## config.mk

```make
export PLATFORM = sky130hd
export DESIGN_NAME = tieoff_override_and_level_readout
export DESIGN_NICKNAME = d
export VERILOG_FILES = /design/src/design/tieoff_override_and_level_readout.v
export VERILOG_INCLUDE_DIRS = /design/src /design/src/design
export SDC_FILE = /design/constraint.sdc
export NUM_CORES = 1
export LEC_CHECK = 0
export BUFFER_PORTS_ARGS = -buffer_cell sky130_fd_sc_hd__buf_2
export CORE_ASPECT_RATIO = 1.75
export CORE_UTILIZATION = 25
export DETAILED_ROUTE_END_ITERATION = 8
export GPL_TIMING_DRIVEN = 0
export PLACE_DENSITY = 0.45
export RECOVER_POWER = 100
export SLEW_MARGIN = 40
export SYNTH_ARGS = -nofsm -noshare
export SYNTH_HDL_FRONTEND = slang
export SYNTH_SLANG_ARGS = --single-unit
```

## constraint.sdc

```tcl
create_clock -name clock_i -period 1.9 [get_ports clock_i]
set_input_delay 0.285 -clock clock_i [delete_from_list [all_inputs] [get_ports clock_i]]
set_output_delay 0.285 -clock clock_i [all_outputs]
set_load 0.05 [all_outputs]
```

## src/design/tieoff_override_consts.vh

```
// Constants for the tie-off override and level readout register bank
// Operation
// - Override enable low: manual input tie bits ignored, automatic switching kept.
// - Override enable high: manual input tie bits replace automatic switching.
// - With override, each input tie bit forces its switch open at 0, closed at 1.
// - Half-bias bit set halves both input mix/boost stage bias currents.
// - Bias-raise bit set adds fixed increment to input stage bias.
// - Bias-lower bit set subtracts fixed decrement from input stage bias.
// - Buffer bypass force closes bypass switch while input buffer disabled.
// - Buffer ground force closes ground switch while input buffer disabled.
// - Each reference divider force bit closes its leg; else power setting rules.
// - Peak-to-peak readout returns loop value, larger channel when both controlled.
// - Peak readout returns loop value, larger channel when both controlled.
// - Automute source select: 0 attenuator input, 1 playback data pin.
// - Supply-high flag reads 1 when speaker supply at or above threshold.
// - Noise gate flag reads 1 while signal below gate threshold.
// - Status register also reports analog automute and per-channel digital mute.
`ifndef TIEOFF_OVERRIDE_CONSTS_VH
`define TIEOFF_OVERRIDE_CONSTS_VH

// ----------------------------------------
// Register addresses
// ----------------------------------------
`define ADDR_INPUT_TIE        7'h4a
`define ADDR_BIAS_TRIM        7'h4b
`define ADDR_P2P_READOUT      7'h4c
`define ADDR_PEAK_READOUT     7'h4d
`define ADDR_AUTOMUTE         7'h4e

// ----------------------------------------
// Reset values
// ----------------------------------------
`define RESET_INPUT_TIE       9'h000
`define RESET_BIAS_TRIM       9'h000
`define RESET_AUTOMUTE_SEL    1'b0

// ----------------------------------------
// Field positions
// ----------------------------------------
`define BIT_OVR_ENABLE        8
`define BIT_BIAS_HALF         8
`define BIT_BIAS_SPARE        7
`define BIT_BIAS_RAISE        6
`define BIT_BIAS_LOWER        5
`define BIT_BUF_BYPASS        4
`define BIT_BUF_GROUND        3
`define BIT_REF_HIGH          2
`define BIT_REF_MID           1
`define BIT_REF_LOW           0
`define BIT_AMUTE_SEL         5
`define BIT_SUPPLY_HIGH       4
`define BIT_NOISE_GATE        3
`define BIT_ANALOG_MUTE       2
`define BIT_LEFT_DMUTE        1
`define BIT_RIGHT_DMUTE       0

`endif

```

## src/design/tieoff_override_and_level_readout.v

```verilog
// Tie-off override, bias trim and level readout register bank
`timescale 1ns/1ps
`default_nettype none
`include "tieoff_override_consts.vh"

module tieoff_override_and_level_readout
#(
  parameter DW = 9
)
(
  input  wire          clock_i,
  input  wire          reset_i,
  input  wire          enable_i,
  input  wire          wr_strobe_i,
  input  wire [6:0]    addr_i,
  input  wire [DW-1:0] wdata_i,
  output reg  [DW-1:0] rdata_o,
  input  wire [7:0]    auto_input_tie_i,
  input  wire          auto_buf_bypass_i,
  input  wire          auto_buf_ground_i,
  input  wire          input_buffer_enabled_i,
  input  wire [2:0]    power_ref_divider_i,
  input  wire [DW-1:0] left_p2p_i,
  input  wire [DW-1:0] right_p2p_i,
  input  wire [DW-1:0] left_peak_i,
  input  wire [DW-1:0] right_peak_i,
  input  wire          left_under_loop_i,
  input  wire          right_under_loop_i,
  input  wire          supply_high_pin_i,
  input  wire          noise_gate_i,
  input  wire          analog_automute_i,
  input  wire          left_digital_mute_i,
  input  wire          right_digital_mute_i,
  output reg  [7:0]    input_tie_switch_o,
  output reg           input_bias_half_o,
  output reg           input_bias_raise_o,
  output reg           input_bias_lower_o,
  output reg           buf_bypass_switch_o,
  output reg           buf_ground_switch_o,
  output reg  [2:0]    ref_divider_switch_o,
  output reg           automute_source_select_o
);

  // ----------------------------------------
  // Local sizes and reset words
  // ----------------------------------------
  localparam          TIE_W    = 8;
  localparam          REF_W    = 3;
  localparam [DW-1:0] TIE_RST  = `RESET_INPUT_TIE;
  localparam [DW-1:0] BIAS_RST = `RESET_BIAS_TRIM;

  // ----------------------------------------
  // Address match, shared by write and read decode
  // ----------------------------------------
  function addr_hit;
    input [6:0] addr_v;
    input [6:0] target_v;
    begin
      addr_hit = (addr_v == target_v);
    end
  endfunction

  // ----------------------------------------
  // Level selection
  // ----------------------------------------
  function [DW-1:0] pick_level;
    input [DW-1:0] left_v;
    input [DW-1:0] right_v;
    input          left_on;
    input          right_on;
    begin
      if (left_on && right_on)
        pick_level = (left_v > right_v) ? left_v : right_v;
      else if (right_on)
        pick_level = right_v;
      else
        pick_level = left_v;
    end
  endfunction

  // ----------------------------------------
  // Supply-high pin synchroniser
  // ----------------------------------------
  reg supply_meta_q;
  reg supply_high_flag_q;

  always @(posedge clock_i)
  begin
    if (reset_i)
    begin
      supply_meta_q      <= 1'b0;
      supply_high_flag_q <= 1'b0;
    end
    else if (enable_i)
    begin
      supply_meta_q      <= supply_high_pin_i;
      supply_high_flag_q <= supply_meta_q;
    end
  end

  // ----------------------------------------
  // Write decode
  // ----------------------------------------
  wire wr_any;
  wire wr_tie;
  wire wr_bias;
  wire wr_amute;

  assign wr_any   = enable_i && wr_strobe_i;
  assign wr_tie   = wr_any && addr_hit(addr_i, `ADDR_INPUT_TIE);
  assign wr_bias  = wr_any && addr_hit(addr_i, `ADDR_BIAS_TRIM);
  assign wr_amute = wr_any && addr_hit(addr_i, `ADDR_AUTOMUTE);

  // ----------------------------------------
  // Control fields
  // ----------------------------------------
  reg             ovr_enable_q;
  reg             ovr_enable_d;
  reg [TIE_W-1:0] tie_force_q;
  reg [TIE_W-1:0] tie_force_d;
  reg             bias_half_q;
  reg             bias_half_d;
  reg             bias_spare_q;
  reg             bias_spare_d;
  reg             bias_raise_q;
  reg             bias_raise_d;
  reg             bias_lower_q;
  reg             bias_lower_d;
  reg             bypass_force_q;
  reg             bypass_force_d;
  reg             ground_force_q;
  reg             ground_force_d;
  reg [REF_W-1:0] ref_force_q;
  reg [REF_W-1:0] ref_force_d;
  reg             amute_sel_q;
  reg             amute_sel_d;

  always @*
  begin
    ovr_enable_d   = ovr_enable_q;
    tie_force_d    = tie_force_q;
    bias_half_d    = bias_half_q;
    bias_spare_d   = bias_spare_q;
    bias_raise_d   = bias_raise_q;
    bias_lower_d   = bias_lower_q;
    bypass_force_d = bypass_force_q;
    ground_force_d = ground_force_q;
    ref_force_d    = ref_force_q;
    amute_sel_d    = amute_sel_q;
    if (wr_tie)
    begin
      ovr_enable_d = wdata_i[`BIT_OVR_ENABLE];
      tie_force_d  = wdata_i[TIE_W-1:0];
    end
    if (wr_bias)
    begin
      bias_half_d    = wdata_i[`BIT_BIAS_HALF];
      bias_spare_d   = wdata_i[`BIT_BIAS_SPARE];
      bias_raise_d   = wdata_i[`BIT_BIAS_RAISE];
      bias_lower_d   = wdata_i[`BIT_BIAS_LOWER];
      bypass_force_d = wdata_i[`BIT_BUF_BYPASS];
      ground_force_d = wdata_i[`BIT_BUF_GROUND];
      ref_force_d    = {wdata_i[`BIT_REF_HIGH], wdata_i[`BIT_REF_MID], wdata_i[`BIT_REF_LOW]};
    end
    if (wr_amute)
      amute_sel_d = wdata_i[`BIT_AMUTE_SEL];
  end

  always @(posedge clock_i)
  begin
    if (reset_i)
    begin
      ovr_enable_q   <= TIE_RST[`BIT_OVR_ENABLE];
      tie_force_q    <= TIE_RST[TIE_W-1:0];
      bias_half_q    <= BIAS_RST[`BIT_BIAS_HALF];
      bias_spare_q   <= BIAS_RST[`BIT_BIAS_SPARE];
      bias_raise_q   <= BIAS_RST[`BIT_BIAS_RAISE];
      bias_lower_q   <= BIAS_RST[`BIT_BIAS_LOWER];
      bypass_force_q <= BIAS_RST[`BIT_BUF_BYPASS];
      ground_force_q <= BIAS_RST[`BIT_BUF_GROUND];
      ref_force_q    <= BIAS_RST[REF_W-1:0];
      amute_sel_q    <= `RESET_AUTOMUTE_SEL;
    end
    else if (enable_i)
    begin
      ovr_enable_q   <= ovr_enable_d;
      tie_force_q    <= tie_force_d;
      bias_half_q    <= bias_half_d;
      bias_spare_q   <= bias_spare_d;
      bias_raise_q   <= bias_raise_d;
      bias_lower_q   <= bias_lower_d;
      bypass_force_q <= bypass_force_d;
      ground_force_q <= ground_force_d;
      ref_force_q    <= ref_force_d;
      amute_sel_q    <= amute_sel_d;
    end
  end

  // ----------------------------------------
  // Per-input tie-off switch selection
  // ----------------------------------------
  wire [TIE_W-1:0] tie_switch_d;

  genvar tie_idx;
  generate
    for (tie_idx = 0; tie_idx < TIE_W; tie_idx = tie_idx + 1)
    begin : tie_sel
      assign tie_switch_d[tie_idx] = ovr_enable_q ? tie_force_q[tie_idx]
                                                  : auto_input_tie_i[tie_idx];
    end
  endgenerate

  // ----------------------------------------
  // Reference divider leg switches
  // ----------------------------------------
  wire [REF_W-1:0] ref_switch_d;

  genvar ref_idx;
  generate
    for (ref_idx = 0; ref_idx < REF_W; ref_idx = ref_idx + 1)
    begin : ref_sel
      assign ref_switch_d[ref_idx] = ref_force_q[ref_idx] | power_ref_divider_i[ref_idx];
    end
  endgenerate

  // ----------------------------------------
  // Input buffer switches
  // ----------------------------------------
  wire bypass_switch_d;
  wire ground_switch_d;

  assign bypass_switch_d = (bypass_force_q && !input_buffer_enabled_i)
                           || auto_buf_bypass_i;
  assign ground_switch_d = (ground_force_q && !input_buffer_enabled_i)
                           || auto_buf_ground_i;

  // ----------------------------------------
  // Switch and bias outputs
  // ----------------------------------------
  always @(posedge clock_i)
  begin
    if (reset_i)
    begin
      input_tie_switch_o       <= {TIE_W{1'b0}};
      input_bias_half_o        <= 1'b0;
      input_bias_raise_o       <= 1'b0;
      input_bias_lower_o       <= 1'b0;
      buf_bypass_switch_o      <= 1'b0;
      buf_ground_switch_o      <= 1'b0;
      ref_divider_switch_o     <= {REF_W{1'b0}};
      automute_source_select_o <= 1'b0;
    end
    else if (enable_i)
    begin
      input_tie_switch_o       <= tie_switch_d;
      input_bias_half_o        <= bias_half_q;
      input_bias_raise_o       <= bias_raise_q;
      input_bias_lower_o       <= bias_lower_q;
      buf_bypass_switch_o      <= bypass_switch_d;
      buf_ground_switch_o      <= ground_switch_d;
      ref_divider_switch_o     <= ref_switch_d;
      automute_source_select_o <= amute_sel_q;
    end
  end

  // ----------------------------------------
  // Read data
  // ----------------------------------------
  wire [DW-1:0] p2p_level;
  wire [DW-1:0] peak_level;
  wire [DW-1:0] status_word;
  reg  [DW-1:0] rdata_d;

  assign p2p_level   = pick_level(left_p2p_i, right_p2p_i,
                                  left_under_loop_i, right_under_loop_i);
  assign peak_level  = pick_level(left_peak_i, right_peak_i,
                                  left_under_loop_i, right_under_loop_i);
  assign status_word = {{(DW-6){1'b0}}, amute_sel_q, supply_high_flag_q,
                        noise_gate_i, analog_automute_i,
                        left_digital_mute_i, right_digital_mute_i};

  always @*
  begin
    rdata_d = {DW{1'b0}};
    if (addr_hit(addr_i, `ADDR_INPUT_TIE))
      rdata_d = {ovr_enable_q, tie_force_q};
    else if (addr_hit(addr_i, `ADDR_BIAS_TRIM))
      rdata_d = {bias_half_q, bias_spare_q, bias_raise_q, bias_lower_q,
                 bypass_force_q, ground_force_q, ref_force_q};
    else if (addr_hit(addr_i, `ADDR_P2P_READOUT))
      rdata_d = p2p_level;
    else if (addr_hit(addr_i, `ADDR_PEAK_READOUT))
      rdata_d = peak_level;
    else if (addr_hit(addr_i, `ADDR_AUTOMUTE))
      rdata_d = status_word;
  end

  always @(posedge clock_i)
  begin
    if (reset_i)
      rdata_o <= {DW{1'b0}};
    else if (enable_i)
      rdata_o <= rdata_d;
  end

endmodule
`default_nettype wire

```

==> results of run 1 <==
[flip-flops by register name, summed over array words and instances, names as in the netlist, 3 cells and up]
signal	cells
input_tie_switch_o	8
rdata_o	9
ref_divider_switch_o	3
tie_force_q	8
ref_force_q	3
[cell type report]
cell class,count,share of cell area
buffer,24,0.0348
inverter,25,0.0237
clock buffer,7,0.0356
timing repair buffer,114,0.153
tap,165,0.0482
clock inverter,1,0.00175
sequential,47,0.220
multi-input combinational,273,0.483
[where the power goes]
| group | leakage, nW | switching, mW | total [mW] | internal (mW) |
|---|---|---|---|---|
| logic | 1.25 | 0.388 | 0.644 | 0.256 |
| registers | 0.384 | 0.0180 | 1.03 | 1.02 |
| clock network | 0.0761 | 0.391 | 0.951 | 0.560 |
[per-layer routing]
layer  global-route usage  up-vias
met5                    0        -
met4               0.0958        0
met3               0.0205       22
met2                0.308       97
met1                0.171     1460
li1                     -     1575
[stage by stage]
step / area, um^2 / hold WS [ns] / power, mW / util
6_report: 4280 / 0.238 / 2.63 / 0.355
5_1_grt: 4280 / 0.262 / 2.75 / 0.355
4_1_cts: 4070 / 0.245 / 2.59 / 0.337
3_5_place_dp: 3800 / 0.476 / 1.62 / 0.315
3_3_place_gp: 3800 / 0.470 / 1.61 / 0.315
2_1_floorplan: 3100 / 0.429 / 1.41 / -
[placed cells by master, fill, tap and decap left out, types with 3 or more instances in the layout]
cell type,count
buf_2,68
nor2_1,60
dfxtp_1,47
mux2i_1,37
clkbuf_1,36
inv_1,21
nand2_1,20
buf_4,17
a21oi_1,17
o21ai_0,16
a211oi_1,15
ha_1,13
buf_6,10
a31oi_1,9
o211ai_1,7
nand4_1,5
a211oi_2,5
nor3_1,5
ha_4,5
clkbuf_16,5
buf_8,4
nand3b_1,4
o21ai_1,4
inv_4,3
nor3_2,3
nor2b_1,3
mux2i_2,3
nand3_1,3
[worst max-delay path: cells and delay by family]
family          cells  cell delay, ns
simple gates        2            0.25
compound gates      4            0.81
buf+inv             3            0.44
fa+ha+maj           1            0.25
[logic make-up (layout without fill, tap and decap cells)]
family	Yosys count	after routing
AOI/OAI and AO/OA	95	95
adders and majority gates	18	18
buffers and inverters	49	171
DFF	47	47
muxes	41	41
and+or+nand+nor	119	119
[repair_timing]
action                                  4_1_cts  5_1_grt
hold endpoints to repair                      0        0
endpoints found under the setup margin        8        9
buffers inserted                              5       10
pin swaps                                     8       20
gates resized for setup                      10       45
gates cloned                                  0        0
[how the worst min path moves through the flow]
stage | start | to | depth (start not counted)
after floorplan | wdata_i[5] | amute_sel_q | 2
after global placement | ref_divider_switch_o[2] | ref_divider_switch_o[2] | 2
after detailed placement | ref_divider_switch_o[2] | ref_divider_switch_o[2] | 2
after CTS | wdata_i[3] | ground_force_q | 3
after global routing | wdata_i[3] | tie_force_q[3] | 3
final | supply_high_pin_i | supply_meta_q | 3
==> key figures, run 1 <==
Status
  – Status: completed

Synthesis
  – Yosys top cell area share: 0.304
  – #FFs+latches synth: 47
  – Most frequent cell after synthesis: nor2_1
  – Sequential area share after synthesis: 0.304
  – Combinational family with the most area after synthesis: compound AO/OA/AOI/OAI gates
  – Gate count after technology mapping: 369
  – Post-synth EDFFs: 0
  – Commonest cells in the synthesized netlist: nor2_1, dfxtp_1, mux2i_1
  – Simple-gate share of the synthesized area: 0.193
  – Ranking of synthesized cells by area: dfxtp_1, mux2i_1, nor2_1, ha_1, a211oi_1
  – Xor/xnor share of the synthesized area: 0
  – Mux cell area share after synthesis: 0.133
  – Syn_nets: roughly 460
  – Post-synthesis cell type count: 45
  – Syn Area/Cell: 8.39 um^2
  – Synth warn: 0
  – Compound-gate portion of the synthesized area: 0.215
  – Ys flop type: dfxtp_1
  – Synth Area in Adders: 0.0727
  – Top cell type by total area after synthesis: dfxtp_1
  – Synthesized area: 0.00310 mm^2
  – Async S/R FF share, synth: 0

Floorplan
  – # IOs: slightly above 100
  – Num rows: 53
  – Die H: about 150 um
  – Core ar.: approximately 0.012 mm^2
  – Initial Utilization: 0.257
  – Die area: about 0.013 mm^2
  – Die Wd: 86.1 um

Routing
  – Metal2 WL: about 5800 um
  – Drt total wl: 10700 um
  – # DRC: 0
  – Vias: approximately 3200
  – Met1 WL: 4050 um
  – DR top layer: met4
  – Pre-Repair DR Iteration Count: 4
  – Initial DRC count: just over 80
  – Wire length on met3: slightly below 400 um
  – Drt wl/cell: between 15 and 20 um
  – Final antenna-violating net count: 0
  – Vias per cell: between 4 and 5

Place
  – DP Worst Slack: -0.586 ns
  – GPL Wtd Cong: 0.814
  – Hpwl dp: between 8000 and 9000 um
  – Placed Instances: 633
  – IO Port Bufs: ~100

Worst setup path
  – Critical Setup Path Class: input pin to flop
  – R2r startpoint: tie_force_q[3]
  – Crit-path cells: buf_6 -> ha_4 -> nand4_1 -> buf_4 -> o32ai_4 -> buf_6 -> nand3b_1 -> o2111ai_1 -> a31oi_1 -> a21oi_1
  – CP max FO: 5
  – Reg2Reg Capture Point: rdata_o[3]
  – CP max stage cell: o32ai_4
  – R2r setup slk: 0.48 ns
  – CP peak stage delay: a little over 0.3 ns
  – Setup crit start: left_p2p_i[8]
  – CP Capture Point: rdata_o[8]
  – CP endpoint kind: flop
  – CP arrival: 2.05 ns
  – Worst reg2reg path depth: 6
  – CP startpoint kind: input pin
  – Crit-path most repeated cell: buf_6
  – Worst Path Required: 2.08 ns

Power
  – Lkg Pwr: 1.71 nW
  – Peak VDD IR: around 0.00035 V
  – PwrDens: 614 mW/mm^2

Clock network
  – Clock latency on the worst-skew pair: 0.29 ns
  – Clock Sinks: 47
  – CTS tree: done
  – CTS clk-pin slew, worst paths: 0.07 ns
  – Clock buffer depth: 2
  – H-tree Lvls: 2
  – Hold Buf Count CTS: 0
  – Total CTS buffers: 5
  – Clock root buffer: clkbuf_16

GRT
  – Number of global-route vias before repair: 3099
  – Gr ovfl total: 0
  – Initial antenna violation count: 0
  – Largest net degree at the start of global routing: 15
  – GRT Util Overall: 0.164
  – Global-route wire length before repair: 16000 um

Timing
  – Final worst slack: about 0.029 ns
  – Final setup fails: 0
  – Tightest Pin Transition: roughly 0.66 ns
  – Final slew viol count: 0
  – RSZ-0062 raised after global routing: yes
  – Relative slew slack: 0.561
  – Fin crit share: 0.985
  – Fin. Hold Viols: 0
  – Clk_skew: roughly 0.0033 ns
  – Fin crit period: roughly 1.9 ns
  – Fin Setup TNS: 0 ns
  – Highest clock rate: about 0.53 GHz

Cells and area
  – P&R area growth vs syn: 38.3%
  – Nets: between 500 and 600
  – Fillers: 1332
  – Diode count: 0
  – Finished Layout Cells: around 660
  – Sequential cell area: about 940 um^2
  – Area of the multi-input gates: just over 0.002 mm^2
  – Share of cells above drive strength 1: 0.310

Worst hold path
  – Hold Crit Class: input pin to flop

Job
  – # Max-Cap Violations: 0
No activity file was read; power rests on OpenSTA's default activity.
==> run 2: changes to the inputs <==
--- a/config.mk
+++ b/config.mk
@@ -11,7 +11,7 @@
 export CORE_UTILIZATION = 25
 export DETAILED_ROUTE_END_ITERATION = 8
 export GPL_TIMING_DRIVEN = 0
-export PLACE_DENSITY = 0.45
+export PLACE_DENSITY_LB_ADDON = 0.08
 export RECOVER_POWER = 100
 export SLEW_MARGIN = 40
 export SYNTH_ARGS = -nofsm -noshare
==> run 2 against run 1 <==
  * Register-to-register slack got worse by 0.04 ns
  * Clock skew rose by 0.0063 ns
  * Total power rose by 0.92%
  * Critical path depth fell by 1
  * Maximum frequency rose by 2.5%
  * Count of clock-buffer cells in the layout fell by 1
  * Hold slack improved by 0.0039 ns
  * Routed wire length fell by 0.22%
  * Combinational power fell by 2%
  * Non-clock buffer count fell by 6
  * Final cell count fell by 1.1%
  * Clock power rose by 4.2%
  * Largest cell class unchanged
==> key figures, run 2 (same netlist as run 1, synthesis figures left out) <==
Place
  – Hpwl dp: slightly below 9000 um
  – Area after DPL: ~0.0038 mm^2
  – IO Port Bufs: 99
  – Placed Instances: ~630
  – DP Worst Slack: -0.604 ns
  – GPL Wtd Cong: 0.756

Worst hold path
  – Worst Min Path Start: supply_high_pin_i
  – Hold Crit Class: input pin to flop

Worst setup path
  – CP arrival: 1.97 ns
  – Worst Path Required: 2.05 ns
  – CP max stage cell: a311oi_2
  – CP startpoint kind: input pin
  – R2r startpoint: tie_force_q[2]
  – Critical Setup Path Class: input pin to flop
  – CP max FO: 3
  – CP endpoint kind: flop
  – Crit-path cells: buf_6 -> inv_2 -> ha_4 -> nand4_1 -> o32ai_4 -> nand3b_1 -> mux2i_1 -> a311oi_2 -> a211oi_1
  – Setup crit start: right_p2p_i[6]
  – CP peak stage delay: just under 0.4 ns

Clock network
  – CTS tree: done
  – Clock buffer depth: 2
  – CTS clk-pin slew, worst paths: around 0.070 ns
  – Clock Sinks: between 40 and 50
  – Clock latency on the worst-skew pair: approximately 0.29 ns
  – Clock root buffer: clkbuf_16
  – H-tree Lvls: 2
  – Total CTS buffers: 5

GRT
  – Initial antenna violation count: 0
  – GRT Util Overall: 0.170
  – M1 GR Usage: 0.178
  – Met2 Track Usage GR: 0.335
  – Gr ovfl total: 0
  – Number of global-route vias before repair: between 3000 and 4000
  – Largest net degree at the start of global routing: 14
  – Routing usage on met3: 0.0188
  – Global-route wire length before repair: about 17000 um
  – Busiest grt layer: met2

Power
  – Internal Power: around 1.9 mW
  – Clock Power Share: 0.373
  – Sw Pwr: roughly 0.78 mW
  – Peak VDD IR: 0.000324 V
  – Power Total: 2.65 mW
  – Combinational share of power: 0.238
  – PwrDens: around 630 mW/mm^2
  – Reg power frac: 0.389
  – Lkg Pwr: 1.68 nW
  – Sw frac: 0.294

Floorplan
  – Die Wd: ~86 um
  – Die area: ~0.013 mm^2
  – Initial Utilization: 0.257
  – Core ar.: 0.0121 mm^2
  – Num rows: 53
  – # IOs: between 100 and 150
  – Die H: around 150 um

Timing
  – Highest clock rate: 0.548 GHz
  – Relative slew slack: 0.510
  – Tightest Pin Transition: ~0.74 ns
  – Fin crit share: 0.961
  – RSZ-0062 raised after global routing: yes
  – Fin crit period: 1.83 ns
  – Worst hold slack: 0.242 ns
  – Final setup fails: 0
  – Final slew viol count: 0
  – Fin Setup TNS: 0 ns
  – Final worst slack: 0.0740 ns
  – Fin. Hold Viols: 0
  – Clk_skew: ~0.0096 ns

Routing
  – Vias per cell: roughly 4.8
  – Final antenna-violating net count: 0
  – Initial DRC count: 113
  – Vias: just over 3000
  – Drt wl/cell: around 16 um
  – Pre-Repair DR Iteration Count: 4
  – # DRC: 0
  – Drt total wl: 10700 um

Cells and area
  – Commonest non-fill, non-tap cell in the layout: buf_2
  – Max FFs per register: 9
  – Top flop regs: rdata_o: 9 flops, input_tie_switch_o: 8 flops, tie_force_q: 8 flops
  – Most frequent cells in the layout: buf_2, nor2_1, dfxtp_1
  – P&R area growth vs syn: 36.4%
  – Nets: ~580
  – Share of cells above drive strength 1: 0.298
  – Fillers: roughly 1400
  – Final core occ: 0.350
  – Diode count: 0
  – Finished Layout Cells: around 650
  – Largest Register: rdata_o
  – Finished Cell Area: roughly 0.0042 mm^2

Job
  – # Max-Cap Violations: 0

Status
  – Status: completed
run 2: cell type report:
type,instances,area (um^2),area share
Buffer,24,149,0.0352
Clock buffer,6,129,0.0305
Clock inverter,1,30.0,0.00711
Inverter,25,96.3,0.0228
Multi-Input combinational cell,273,2080,0.492
Sequential cell,47,941,0.223
Tap cell,165,206,0.0489
Timing Repair Buffer,108,593,0.140
run 2: per-layer routing:
layer	up-vias	share of wire	wire length (um)
met1	1448	0.38	4030
met3	8	0.037	398
li1	1558	-	-
met5	-	0	0
met2	78	0.57	6060
met4	0	0.018	190
run 2: worst max-delay path, delay by kind of cell:
kind	cells	cell delay [ns]
simple gates	2	0.35
fa+ha+maj	1	0.25
mux	1	0.10
compound gates	3	0.87
buf+inv	2	0.12
run 2: what timing repair did:
item / CTS / global route
gates cloned: 0 / 0
pin swaps: 13 / 10
resized for setup: 21 / 30
endpoints found under the setup margin: 8 / 9
hold buffers: 0 / 0
buffers inserted: 8 / 1
run 2: worst paths after layout:
path / to / slack (ns) / cells past startpoint
setup / recovery: rdata_o[3] / 0.07 / 9
hold / removal: supply_meta_q / 0.24 / 3
setup reg to reg: rdata_o[2] / 0.44 / 6
hold reg to reg: input_tie_switch_o[5] / 0.48 / 2
run 2: power by group through the flow:
| stage | combinational (mW) | clock, mW | sequential (mW) |
|---|---|---|---|
| 6_report | 0.631 | 0.991 | 1.03 |
| 5_1_grt | 0.691 | 1.05 | 1.04 |
| 4_1_cts | 0.619 | 1.02 | 1.03 |
| 3_5_place_dp | 0.567 | 0 | 1.05 |
| 3_3_place_gp | 0.561 | 0 | 1.05 |
| 2_1_floorplan | 0.254 | 0 | 1.15 |
==> run 3: changes to the inputs <==
--- a/config.mk
+++ b/config.mk
@@ -6,6 +6,7 @@
 export SDC_FILE = /design/constraint.sdc
 export NUM_CORES = 1
 export LEC_CHECK = 0
+export ABC_AREA = 1
 export BUFFER_PORTS_ARGS = -buffer_cell sky130_fd_sc_hd__buf_2
 export CORE_ASPECT_RATIO = 1.75
 export CORE_UTILIZATION = 25
==> run 3 against run 2 <==
  * Hold slack got worse by 0.037 ns
  * Clock power is 17% higher
  * Clock skew down 0.0026 ns
  * Critical path depth up 7
  * First-iteration DRC count grew 12%
  * Synthesized area is 4.6% higher
  * Count of clock-buffer cells in the layout shrank 1
  * Total power up 11%
  * Final area is 9.4% higher
  * Maximum frequency up 2.1%
  * Utilization is 1.8 points higher
  * Via count grew 17%
==> key figures, run 3 <==
Timing
  – Final slew viol count: 0
  – Fin Setup TNS: 0 ns
  – Clk_skew: 0.00699 ns
  – Tightest Pin Transition: about 0.66 ns
  – Fin crit share: 0.941
  – Final setup fails: 0
  – Highest clock rate: about 0.56 GHz
  – Worst hold slack: about 0.20 ns
  – Fin. Hold Viols: 0
  – Relative slew slack: 0.558
  – RSZ-0062 raised after global routing: yes
  – Fin crit period: about 1.8 ns

Cells and area
  – Nets: around 710
  – P&R area growth vs syn: 42.7%
  – Top flop regs: rdata_o: 9 flops, input_tie_switch_o: 8 flops, tie_force_q: 8 flops
  – Share of cells above drive strength 1: 0.334
  – Final core occ: 0.368
  – Commonest non-fill, non-tap cell in the layout: nand2_1
  – Max FFs per register: 9
  – Finished Layout Cells: ~780
  – Most frequent cells in the layout: nand2_1, buf_2, nand3_1
  – Diode count: 0
  – Largest Register: rdata_o

Floorplan
  – Core ar.: ~0.013 mm^2
  – Initial Utilization: 0.258
  – Die area: 0.0134 mm^2
  – Die Wd: 88.1 um
  – Num rows: 54
  – # IOs: between 100 and 150
  – Die H: 153 um

Synthesis
  – Yosys top cell area share: 0.290
  – Ranking of synthesized cells by area: dfxtp_1, nand2_1, nand3_1, ha_1, inv_1
  – Async S/R FF share, synth: 0
  – Sequential area share after synthesis: 0.290
  – Syn_nets: roughly 590
  – Gate count after technology mapping: ~490
  – Commonest cells in the synthesized netlist: nand2_1, inv_1, nand3_1
  – Post-synth EDFFs: 0
  – Post-synthesis cell type count: 31
  – Most frequent cell after synthesis: nand2_1
  – Ys flop type: dfxtp_1
  – Synth warn: 0
  – Syn Area/Cell: between 6 and 7 um^2
  – #FFs+latches synth: between 40 and 50
  – Synthesized area: roughly 0.0032 mm^2
  – Top cell type by total area after synthesis: dfxtp_1

Routing
  – Initial DRC count: about 130
  – Vias per cell: 4.62
  – Drt wl/cell: about 15 um
  – # DRC: 0
  – Vias: between 3000 and 4000
  – Pre-Repair DR Iteration Count: 5
  – Drt total wl: 11900 um
  – Final antenna-violating net count: 0

Power
  – Power Total: about 3 mW
  – PwrDens: about 640 mW/mm^2
  – Peak VDD IR: 0.000525 V
  – Lkg Pwr: approximately 2.1 nW

Worst setup path
  – Crit-path most repeated cell: nand3_2
  – CP delay by family, top: simple AND/OR/NAND/NOR gates
  – CP peak stage delay: 0.27 ns
  – CP startpoint kind: input pin
  – Worst Path Required: 2.09 ns
  – Worst Path Buf+Inv: 4
  – Critical Setup Path Class: input pin to flop
  – CP arrival: between 1.5 and 2 ns
  – CP max FO: 5
  – Crit-path cells: buf_4 -> inv_2 -> ha_4 -> nand2_4 -> nor2_4 -> nand3b_1 -> nand3_2 -> nand2_2 -> buf_6 -> buf_4 -> o21ai_2 -> o21ai_1 -> nand2_1 -> nand3_2 -> nand3_2 -> a21oi_2
  – CP max stage cell: ha_4
  – R2r setup slk: roughly 0.42 ns
  – CP endpoint kind: flop

Place
  – Placed Instances: 760
  – Hpwl dp: 9340 um
  – IO Port Bufs: 101
  – GPL Wtd Cong: around 0.84

GRT
  – Global-route wire length before repair: 17900 um
  – GRT Util Overall: 0.175
  – Gr ovfl total: 0
  – Number of global-route vias before repair: about 3500
  – Largest net degree at the start of global routing: 16
  – Initial antenna violation count: 0

Clock network
  – Clock Sinks: 47
  – Hold Buf Count CTS: 0
  – Clock root buffer: clkbuf_16
  – H-tree Lvls: 2
  – Total CTS buffers: 5
  – CTS clk-pin slew, worst paths: ~0.07 ns
  – CTS tree: done
  – Clock latency on the worst-skew pair: a little under 0.3 ns
  – Clock buffer depth: 2

Job
  – # Max-Cap Violations: 0

Status
  – Status: completed

Worst hold path
  – Hold Crit Class: input pin to flop
run 3: changes by cell type in the layout (fill, tap and decap cells not counted), sizes merged, moves of 5 or more:
cell    previous run  this run
nand2             22       137
nand3              4        54
mux2i             40         0
inv               25        60
nor2              61        34
buf               95       120
a21oi             19        43
clkbuf            43        20
a211oi            20         0
a22oi              0        18
a31oi             10         0
a311oi             5         0
run 3: area by class of cell:
type	instances	area (um^2)
Fill cell	1423	7940
Sequential cell	47	941
Inverter	62	238
Multi-Input combinational cell	360	2180
Clock buffer	5	125
Timing Repair Buffer	114	674
Tap cell	168	210
Clock inverter	3	67.6
Buffer	22	183
run 3: worst paths after layout:
check | startpoint | endpoint | depth (start not counted)
setup / recovery | right_peak_i[6] | rdata_o[6] | 16
hold / removal | power_ref_divider_i[0] | ref_divider_switch_o[0] | 3
setup reg to reg | ovr_enable_q | input_tie_switch_o[1] | 6
hold reg to reg | rdata_o[8] | rdata_o[8] | 2
run 3: kinds of logic (layout without fill, tap and decap cells):
kind of cell | after synthesis | after routing | share of synthesized area
AO/OA/AOI/OAI | 96 | 96 | 0.171
adder cells (fa/ha/maj) | 18 | 18 | 0.0695
buffers and inverters | 84 | 206 | 0.128
flip-flops | 47 | 47 | 0.290
AND/OR/NAND/NOR | 246 | 246 | 0.341
run 3: layer usage:
layer | up-vias | share of wire | routed length (um) | track usage
li1 | 1869 | - | - | -
met2 | 97 | 0.56 | 6640 | 0.337
met4 | 0 | 0.027 | 319 | 0.0645
met3 | 15 | 0.038 | 447 | 0.0228
met1 | 1624 | 0.38 | 4480 | 0.184
met5 | - | 0 | 0 | 0
run 3: power breakdown:
part	leakage, nW	internal (mW)	total, mW	switching [mW]
Sequential	0.383	1.01	1.03	0.0140
Combinational	1.66	0.319	0.774	0.455
Clock	0.0900	0.754	1.16	0.402
run 3: repair_timing:
item / 4_1_cts / 5_1_grt
cloned: 0 / 1
buffers inserted: 1 / 11
endpoints found under the setup margin: 4 / 9
pin swaps: 2 / 39
resized for setup: 4 / 88
run 3: tightest hold or removal path: stages:
cell	delay, ns
buf_2	0.08
nor3_1	0.04
nor2_1	0.07
run 3: metrics by stage:
stage | worst slack [ns] | area, um^2
global route | -0.0294 | 4620
floorplan | 0.124 | 3240
CTS | 0.00907 | 4180
finish | 0.111 | 4620
global placement | -0.440 | 3960
detailed placement | -0.452 | 3960
